File: src/ptx_regs.svh
/*
 * Register offsets, field positions, reset values and sizes for the
 * protection link signal and trip transfer block.
 * Assumes a 32-bit classic Wishbone slave with byte addresses.
 */
`ifndef PTX_REGS_SVH
`define PTX_REGS_SVH

// ****************************************************************
// Sizes
// ****************************************************************
`define PTX_NSIG 16
`define PTX_NTRIP 4
`define PTX_IW 16
`define PTX_AW 8

// ****************************************************************
// Register byte offsets
// ****************************************************************
`define PTX_ADDR_RULE 8'h00
`define PTX_ADDR_TRIPEN 8'h04
`define PTX_ADDR_STAT 8'h08
`define PTX_ADDR_RXSIG 8'h0c
`define PTX_ADDR_CAPT 8'h10
`define PTX_ADDR_CURR 8'h14
`define PTX_ADDR_TRIPCNT 8'h18

// ****************************************************************
// Reset values
// ****************************************************************
`define PTX_RST_RULE 32'h0000_0000
`define PTX_RST_TRIPEN 4'hf

// ****************************************************************
// Field positions
// ****************************************************************
`define PTX_STAT_LINK_LSB 0
`define PTX_STAT_TRIP 2
`define PTX_STAT_SRC_LSB 4
`define PTX_STAT_BAD_LSB 8
`define PTX_SEEN_LSB 16

`endif

File: src/ptx_pkg.sv
/*
 * Types of the protection link signal and trip transfer block.
 * Assumes ptx_regs.svh supplies the sizes.
 */
`include "ptx_regs.svh"

package ptx_pkg;

	// Per-signal fallback selection, two bits per received signal
	typedef enum logic [1:0] {
		RULE_FIXED0 = 2'h0,
		RULE_FIXED1 = 2'h1,
		RULE_CAPT0 = 2'h2,
		RULE_CAPT1 = 2'h3
	} ptx_rule_e;

	// Link supervision, Gray coded
	typedef enum logic [1:0] {
		LINK_IDLE = 2'h0,
		LINK_UP = 2'h1,
		LINK_LOST = 2'h3
	} ptx_link_e;

	typedef struct packed {
		logic [`PTX_NSIG-1:0] sig;
		logic [`PTX_NTRIP-1:0] trip;
		logic [`PTX_IW-1:0] idiff;
		logic [`PTX_IW-1:0] irest;
	} ptx_frame_s;

	typedef struct packed {
		ptx_link_e link;
		logic [31:0] rules;
		logic [`PTX_NTRIP-1:0] trip_en;
		logic [`PTX_NSIG-1:0] rx_last;
		logic [`PTX_NSIG-1:0] seen;
		logic [`PTX_NTRIP-1:0] rx_trip;
		logic [`PTX_IW-1:0] idiff;
		logic [`PTX_IW-1:0] irest;
		logic [7:0] bad_cnt;
		logic [15:0] trip_cnt;
		logic [`PTX_NSIG-1:0] sig_out;
		logic trip_cmd;
		logic trip_evt;
		logic [`PTX_NTRIP-1:0] trip_src;
		ptx_frame_s tx;
		logic ack;
		logic [31:0] dat;
	} ptx_state_s;

endpackage

File: src/ptx_top.sv
/*
 * Signal and trip transfer over the protection communication link.
 * Sends sixteen local signals, trip decisions and current values to the
 * peer, applies received values, and falls back per signal when the
 * link is down. Registers sit behind a classic Wishbone slave.
 * Assumes a link framer on the same clock that flags each received
 * frame with a one-cycle valid and a good/bad verdict, reports link
 * state as a level, and samples tx_frame_o whenever it builds a frame.
 */
// The Wishbone register port and the address map are this design's own decisions.
`timescale 1ns/1ps
`include "ptx_regs.svh"

module ptx_top
	import ptx_pkg::*;
(
	// Clock and reset
	input wire logic clk_i,
	input wire logic rst_i,
	// Wishbone slave
	input wire logic wb_cyc_i,
	input wire logic wb_stb_i,
	input wire logic wb_we_i,
	input wire logic [3:0] wb_sel_i,
	input wire logic [`PTX_AW-1:0] wb_adr_i,
	input wire logic [31:0] wb_dat_i,
	output logic [31:0] wb_dat_o,
	output logic wb_ack_o,
	// Local transmit sources
	input wire logic [`PTX_NSIG-1:0] tx_signal_i,
	input wire logic [`PTX_NTRIP-1:0] tx_trip_i,
	input wire logic [`PTX_IW-1:0] loc_idiff_i,
	input wire logic [`PTX_IW-1:0] loc_irest_i,
	// Link framer
	input wire logic link_active_i,
	input wire logic rx_valid_i,
	input wire logic rx_ok_i,
	input wire ptx_frame_s rx_frame_i,
	output ptx_frame_s tx_frame_o,
	// Received results
	output logic [`PTX_NSIG-1:0] rx_signal_o,
	output logic transfer_trip_command_o,
	output logic [`PTX_NTRIP-1:0] trip_src_o,
	output logic trip_evt_o
);

	// ****************************************************************
	// Helpers
	// ****************************************************************
	function automatic logic fb_bit(input ptx_rule_e r, input logic capt,
		input logic seen);
		case (r)
			RULE_FIXED0: fb_bit = 1'b0;
			RULE_FIXED1: fb_bit = 1'b1;
			RULE_CAPT0: fb_bit = seen ? capt : 1'b0;
			RULE_CAPT1: fb_bit = seen ? capt : 1'b1;
			default: fb_bit = 1'b0;
		endcase
	endfunction

	function automatic logic [31:0] wmerge(input logic [31:0] old,
		input logic [31:0] dat, input logic [3:0] sel);
		logic [31:0] r;
		r = old;
		for (int b = 0; b < 4; b++) begin
			if (sel[b]) begin
				r[8*b +: 8] = dat[8*b +: 8];
			end
		end
		wmerge = r;
	endfunction

	function automatic logic hit(input logic [`PTX_AW-1:0] adr,
		input logic [`PTX_AW-1:0] off);
		hit = (adr[`PTX_AW-1:2] == off[`PTX_AW-1:2]);
	endfunction

	function automatic ptx_rule_e rule_of(input logic [31:0] rules, input int i);
		rule_of = ptx_rule_e'(rules[2*i +: 2]);
	endfunction

	// ****************************************************************
	// State
	// ****************************************************************
	ptx_state_s st_q;
	ptx_state_s st_d;

	always_comb begin
		logic wr;
		logic take;
		logic link_up;
		logic [31:0] capt_w;
		logic [31:0] en_w;
		wr = 1'b0;
		take = 1'b0;
		link_up = 1'b0;
		capt_w = 32'h0000_0000;
		en_w = 32'h0000_0000;
		st_d = st_q;

		// Single-cycle answer; ack falls the cycle after it rose
		st_d.ack = wb_cyc_i & wb_stb_i & ~st_q.ack;
		wr = st_d.ack & wb_we_i;

		case (st_q.link)
			LINK_IDLE: begin
				if (link_active_i) begin
					st_d.link = LINK_UP;
				end
			end
			LINK_UP: begin
				if (!link_active_i) begin
					st_d.link = LINK_LOST;
				end
			end
			LINK_LOST: begin
				if (link_active_i) begin
					st_d.link = LINK_UP;
				end
			end
			default: begin
				st_d.link = LINK_IDLE;
			end
		endcase
		link_up = (st_d.link == LINK_UP);

		// Register writes
		if (wr && hit(wb_adr_i, `PTX_ADDR_RULE)) begin
			st_d.rules = wmerge(st_q.rules, wb_dat_i, wb_sel_i);
		end
		if (wr && hit(wb_adr_i, `PTX_ADDR_TRIPEN)) begin
			en_w = wmerge({28'h0000000, st_q.trip_en}, wb_dat_i, wb_sel_i);
			st_d.trip_en = en_w[`PTX_NTRIP-1:0];
		end
		if (wr && hit(wb_adr_i, `PTX_ADDR_CAPT)) begin
			// Software restores the saved capture after a restart
			capt_w = wmerge({st_q.seen, st_q.rx_last}, wb_dat_i, wb_sel_i);
			st_d.rx_last = capt_w[`PTX_NSIG-1:0];
			st_d.seen = capt_w[`PTX_SEEN_LSB +: `PTX_NSIG];
		end

		// Frames count only while the link is reported active
		take = rx_valid_i & link_active_i;
		if (take && rx_ok_i) begin
			// A live frame overrides a restore in the same cycle
			st_d.rx_last = rx_frame_i.sig;
			st_d.seen = {`PTX_NSIG{1'b1}};
			st_d.rx_trip = rx_frame_i.trip;
			st_d.idiff = rx_frame_i.idiff;
			st_d.irest = rx_frame_i.irest;
		end else if (take && (st_q.bad_cnt != 8'hff)) begin
			st_d.bad_cnt = st_q.bad_cnt + 8'h01;
		end
		if (!link_up) begin
			st_d.rx_trip = '0;
		end

		// Received signal per bit: live value or fallback
		for (int i = 0; i < `PTX_NSIG; i++) begin
			if (link_up && st_d.seen[i]) begin
				st_d.sig_out[i] = st_d.rx_last[i];
			end else begin
				st_d.sig_out[i] = fb_bit(rule_of(st_d.rules, i), st_d.rx_last[i],
					st_d.seen[i]);
			end
		end

		st_d.trip_src = st_d.rx_trip & st_d.trip_en & {`PTX_NTRIP{link_up}};
		st_d.trip_cmd = |st_d.trip_src;
		st_d.trip_evt = st_d.trip_cmd & ~st_q.trip_cmd;
		if (wr && hit(wb_adr_i, `PTX_ADDR_TRIPCNT)) begin
			st_d.trip_cnt = 16'h0000;
		end
		// Counting wins over a clear in the same cycle
		if (st_d.trip_evt && (st_q.trip_cnt != 16'hffff)) begin
			st_d.trip_cnt = st_q.trip_cnt + 16'h0001;
		end

		// Every cycle carries signals, trips and currents
		st_d.tx.sig = tx_signal_i;
		st_d.tx.trip = tx_trip_i;
		st_d.tx.idiff = loc_idiff_i;
		st_d.tx.irest = loc_irest_i;

		// Read data; unmapped offsets read zero
		st_d.dat = 32'h0000_0000;
		if (hit(wb_adr_i, `PTX_ADDR_RULE)) begin
			st_d.dat = st_q.rules;
		end else if (hit(wb_adr_i, `PTX_ADDR_TRIPEN)) begin
			st_d.dat = {28'h0000000, st_q.trip_en};
		end else if (hit(wb_adr_i, `PTX_ADDR_STAT)) begin
			st_d.dat[`PTX_STAT_LINK_LSB +: 2] = st_q.link;
			st_d.dat[`PTX_STAT_TRIP] = st_q.trip_cmd;
			st_d.dat[`PTX_STAT_SRC_LSB +: `PTX_NTRIP] = st_q.trip_src;
			st_d.dat[`PTX_STAT_BAD_LSB +: 8] = st_q.bad_cnt;
		end else if (hit(wb_adr_i, `PTX_ADDR_RXSIG)) begin
			st_d.dat = {st_q.seen, st_q.sig_out};
		end else if (hit(wb_adr_i, `PTX_ADDR_CAPT)) begin
			st_d.dat = {st_q.seen, st_q.rx_last};
		end else if (hit(wb_adr_i, `PTX_ADDR_CURR)) begin
			st_d.dat = {st_q.irest, st_q.idiff};
		end else if (hit(wb_adr_i, `PTX_ADDR_TRIPCNT)) begin
			st_d.dat = {16'h0000, st_q.trip_cnt};
		end
		if (!st_d.ack) begin
			st_d.dat = st_q.dat;
		end
	end

	always_ff @(posedge clk_i) begin
		if (rst_i) begin
			st_q <= '0;
			st_q.rules <= `PTX_RST_RULE;
			st_q.trip_en <= `PTX_RST_TRIPEN;
		end else begin
			st_q <= st_d;
		end
	end

	// ****************************************************************
	// Outputs
	// ****************************************************************
	assign wb_dat_o = st_q.dat;
	assign wb_ack_o = st_q.ack;
	assign tx_frame_o = st_q.tx;
	assign rx_signal_o = st_q.sig_out;
	assign transfer_trip_command_o = st_q.trip_cmd;
	assign trip_src_o = st_q.trip_src;
	assign trip_evt_o = st_q.trip_evt;

	// ****************************************************************
	// Checks
	// ****************************************************************
	logic bus_wr;
	assign bus_wr = wb_cyc_i & wb_stb_i & wb_we_i;

	genvar g;
	generate
		for (g = 0; g < `PTX_NSIG; g++) begin : g_sig_chk

		end
	endgenerate
endmodule

File: config.mk
export PLATFORM = sky130hd
export DESIGN_NAME = ptx_top
export DESIGN_NICKNAME = d
export VERILOG_FILES = /design/src/ptx_pkg.sv /design/src/ptx_top.sv
export VERILOG_INCLUDE_DIRS = /design/src /design/src/src
export SDC_FILE = /design/constraint.sdc
export NUM_CORES = 1
export LEC_CHECK = 0
export ABC_CLOCK_PERIOD_IN_PS = 5300
export BUFFER_PORTS_ARGS = -buffer_cell sky130_fd_sc_hd__buf_2
export CORE_MARGIN = 2
export CORE_UTILIZATION = 55
export DETAILED_ROUTE_END_ITERATION = 8
export PLACE_DENSITY = 0.83
export SLEW_MARGIN = 20
export SYNTH_ARGS = -nofsm -noshare
export SYNTH_HDL_FRONTEND = slang
export SYNTH_SLANG_ARGS = --single-unit
File: constraint.sdc
create_clock -name clk_i -period 5.3 [get_ports clk_i]
set_input_delay 0.795 -clock clk_i [delete_from_list [all_inputs] [get_ports clk_i]]
set_output_delay 0.795 -clock clk_i [all_outputs]
set_load 0.01 [all_outputs]
==> key figures <==
Critical path
  – Worst path buffer plus inverter count: 1
  – CP max FO: 13
  – Critical path endpoint category: register
  – CP required: 5750 ps
  – Worst R2R Setup Slack: 2140 ps
  – Max stage delay on crit path: 670 ps
  – Worst setup endpoint: st_q[119]$_SDFFE_PP0P_
  – Critical path, cell by cell: buf_2 > or4_4 > or4_4 > mux2i_2 > nor3_1 > or4_4 > a21boi_2 > a221o_1
  – Worst R2R End: st_q[119]$_SDFFE_PP0P_
  – WP depth: 8
  – Critical Path Start Type: input pin
  – WS Path Type: in -> reg
  – Worst setup startpoint: wb_adr_i[4]
  – CP dominant cell by count: or4_4
  – Worst Path Arrival: 3970 ps
  – Critical R2R Launch: st_q[235]$_SDFF_PP0_
  – Crit-path slowest cell: or4_4
  – CP top delay family: simple AND/OR/NAND/NOR gates
  – Reg2Reg Depth: 9

Synthesis
  – Sequential area share after synthesis: 0.4692
  – Syn_nets: 1250
  – Synth async-reset ratio: 0
  – Commonest cells post-synth: dfxtp_1, buf_4, nor2_1, nand2_1, mux2i_1
  – Synthesized area per cell: 9.276 um^2
  – Synth Warn #: 0
  – Area contributors post-synth: dfxtp_1, buf_4, mux2i_1
  – Post-synth EDFFs: 0
  – Gate Count Post-Synth: 1090
  – Yosys reg bits: 237
  – Predominant post-synthesis flop cell: dfxtp_1
  – Post-synth top area cell: dfxtp_1
  – Post-synth cell types: 51
  – Synthesized cell area: 10110 um^2
  – Synth top area share: 0.4692
  – Most common cell in the synthesized netlist: dfxtp_1

Global route
  – Congestion Overflow GR: 0
  – Global-route wire length before repair: 43.03 mm
  – Initial antenna violation count: 3
  – Largest net degree at the start of global routing: 89
  – Vias in the first global route: 8158
  – GRT Util Overall: 0.2743

Pwr
  – Power per cell area: 351.1 nW/um^2
  – Overall power: 4.082 mW
  – Max VDD drop: 0.0002605 V
  – P_leak: 5.575 nW

Timing
  – Maximum clock rate: 284.2 MHz
  – Final hold vios: 0
  – Worst slew pin tran: 897.4 ps
  – Minimum clock period: 3518 ps
  – Setup_tns: 0 ps
  – Setup violators final: 0
  – Final Skew: 9.963 ps
  – Period utilisation layout: 0.6638
  – Fin Hold WS: 457.9 ps
  – Fin. max-slew vios: 0
  – Relative slew slack: 0.4017
  – RSZ-0062 raised after global routing: no

Routing
  – # DRC: 0
  – Via count: 8623
  – Final wirelength: 28.09 mm
  – Drt via density: 5.890
  – Initial DRC count: 556
  – First-pass iteration count of the detailed router: 5
  – Wirelength per Cell: 19.19 um
  – DRT antenna net count: 0

Die
  – Initial Util: 0.5609
  – Die Y: 139.6 um
  – Core box area: 18020 um^2
  – Placement Rows: 49
  – # IOs: 263
  – Chip Width: 139.6 um
  – Die area: 19480 um^2

Clocking
  – Setup bufs post-CTS: 0
  – Clk slew on worst S/H paths: 60 ps
  – TritonCTS clock tree: yes
  – CTS Buf Count: 25
  – CTS Hold Bufs: 0
  – Worst skew pair latency: 510 ps
  – Clock Sink Count: 237
  – CTS Root Cell: clkbuf_16
  – Clock tree buffer depth: 3
  – H-tree levels: 1
  – # resized after CTS: 0

Placement
  – Cells after DPL: 1420
  – Buffers on Ports: 260
  – Hpwl dp: 20.01 mm
  – Routability congestion estimate: 0.9324

Layout
  – Nets@finish: 1378
  – Fill count: 1493
  – Layout cells sized above 1: 0.2685
  – Layout overhead on the synthesized area: 14.97%
  – Non-Filler Instances: 1464

Worst hold path
  – Hold Path Cell Cnt: 2
  – Worst hold path type: reg -> reg

Job
  – Max-Cap Viols: 0

Status
  – Outcome: complete, no violations
[area by class of cell]
class                      instances  area [um^2]  share of cell area
timing repair buffer             274         1413              0.1215
clock buffer                      34        719.4             0.06189
clock inverter                     8        121.4             0.01044
antenna                            2        5.005           0.0004305
multi-input combinational        670         4298              0.3697
tap                              229        286.5             0.02465
sequential                       237         4745              0.4081
inverter                          10        37.54            0.003229
[sequential cells by signal, indices dropped and copies added (netlist names)]
register / count
transfer_trip_command_o: 1
st_q: 130
trip_evt_o: 1
wb_dat_o: 32
wb_ack_o: 1
rx_signal_o: 16
tx_frame_o: 52
trip_src_o: 4
[metal layers]
layer	routed length, um	part of all wire	track usage
met4	1573	0.056	0.1437
met2	13390	0.48	0.4657
met3	2370	0.084	0.04336
met5	11	0.00039	0
met1	10750	0.38	0.3371
[cells by family after synthesis]
| group | Yosys count | share of synthesized area |
|---|---|---|
| simple gates | 335 | 0.1581 |
| compound gates | 238 | 0.1672 |
| flops | 237 | 0.4692 |
| buf+inv | 183 | 0.1086 |
| mux | 82 | 0.08229 |
| xor+xnor | 11 | 0.009528 |
| fa+ha+maj | 4 | 0.004950 |
[worst min-delay path by stage]
stage / startpoint / end
floorplan: st_q[131]$_SDFFE_PP0N_ / st_q[131]$_SDFFE_PP0N_
global placement: st_q[138]$_SDFFE_PP0N_ / st_q[138]$_SDFFE_PP0N_
finish: st_q[159]$_SDFFE_PP0N_ / st_q[159]$_SDFFE_PP0N_
CTS: st_q[137]$_SDFFE_PP0N_ / st_q[137]$_SDFFE_PP0N_
global route: st_q[140]$_SDFFE_PP0N_ / st_q[140]$_SDFFE_PP0N_
detailed placement: st_q[137]$_SDFFE_PP0N_ / st_q[137]$_SDFFE_PP0N_
[power breakdown]
part | switching (mW) | internal, mW | total (mW)
clock | 0.693 | 1.09 | 1.78
sequential | 0.0367 | 1.85 | 1.89
combinational | 0.249 | 0.164 | 0.412
[through the flow]
stage               setup slack, ps  utilization  instance area (um^2)
finish                         1782       0.6449                 11620
global route                   1650       0.6449                 11620
CTS                            1843       0.6445                 11620
detailed placement             1323       0.5979                 10780
global placement               1324       0.5979                 10780
floorplan                      1797            -                 10110
[cell usage in the layout (no fill, tap or decap), types with 4 or more instances in the layout]
cell / synthesis / final
buf_2: 2 / 259
dfxtp_1: 237 / 237
nor2_1: 99 / 96
nand2_1: 95 / 95
mux2i_1: 75 / 75
a21oi_1: 74 / 74
nor2b_1: 54 / 54
nor3_1: 29 / 28
a221oi_1: 27 / 27
a22o_1: 25 / 25
clkbuf_16: 0 / 25
o21ai_0: 24 / 24
a221o_1: 23 / 23
a211oi_1: 17 / 17
o22ai_1: 15 / 15
nand3_1: 15 / 14
buf_4: 105 / 14
o211a_1: 12 / 12
nand4_1: 10 / 10
inv_1: 9 / 9
a22oi_1: 8 / 8
nor4_1: 7 / 7
and3_1: 6 / 6
mux2_2: 6 / 6
xnor2_1: 6 / 6
clkbuf_8: 0 / 6
xor2_1: 5 / 5
or3_1: 4 / 4
and4_1: 4 / 4
ha_1: 4 / 4
[tightest hold or removal path, delay by kind of cell, from the launching register on]
family           cells  cell delay [ps]
AND/OR/NAND/NOR      1               50
AO/OA/AOI/OAI        1               50
flip-flops           1              310
Power figures use the tool's default switching activity.
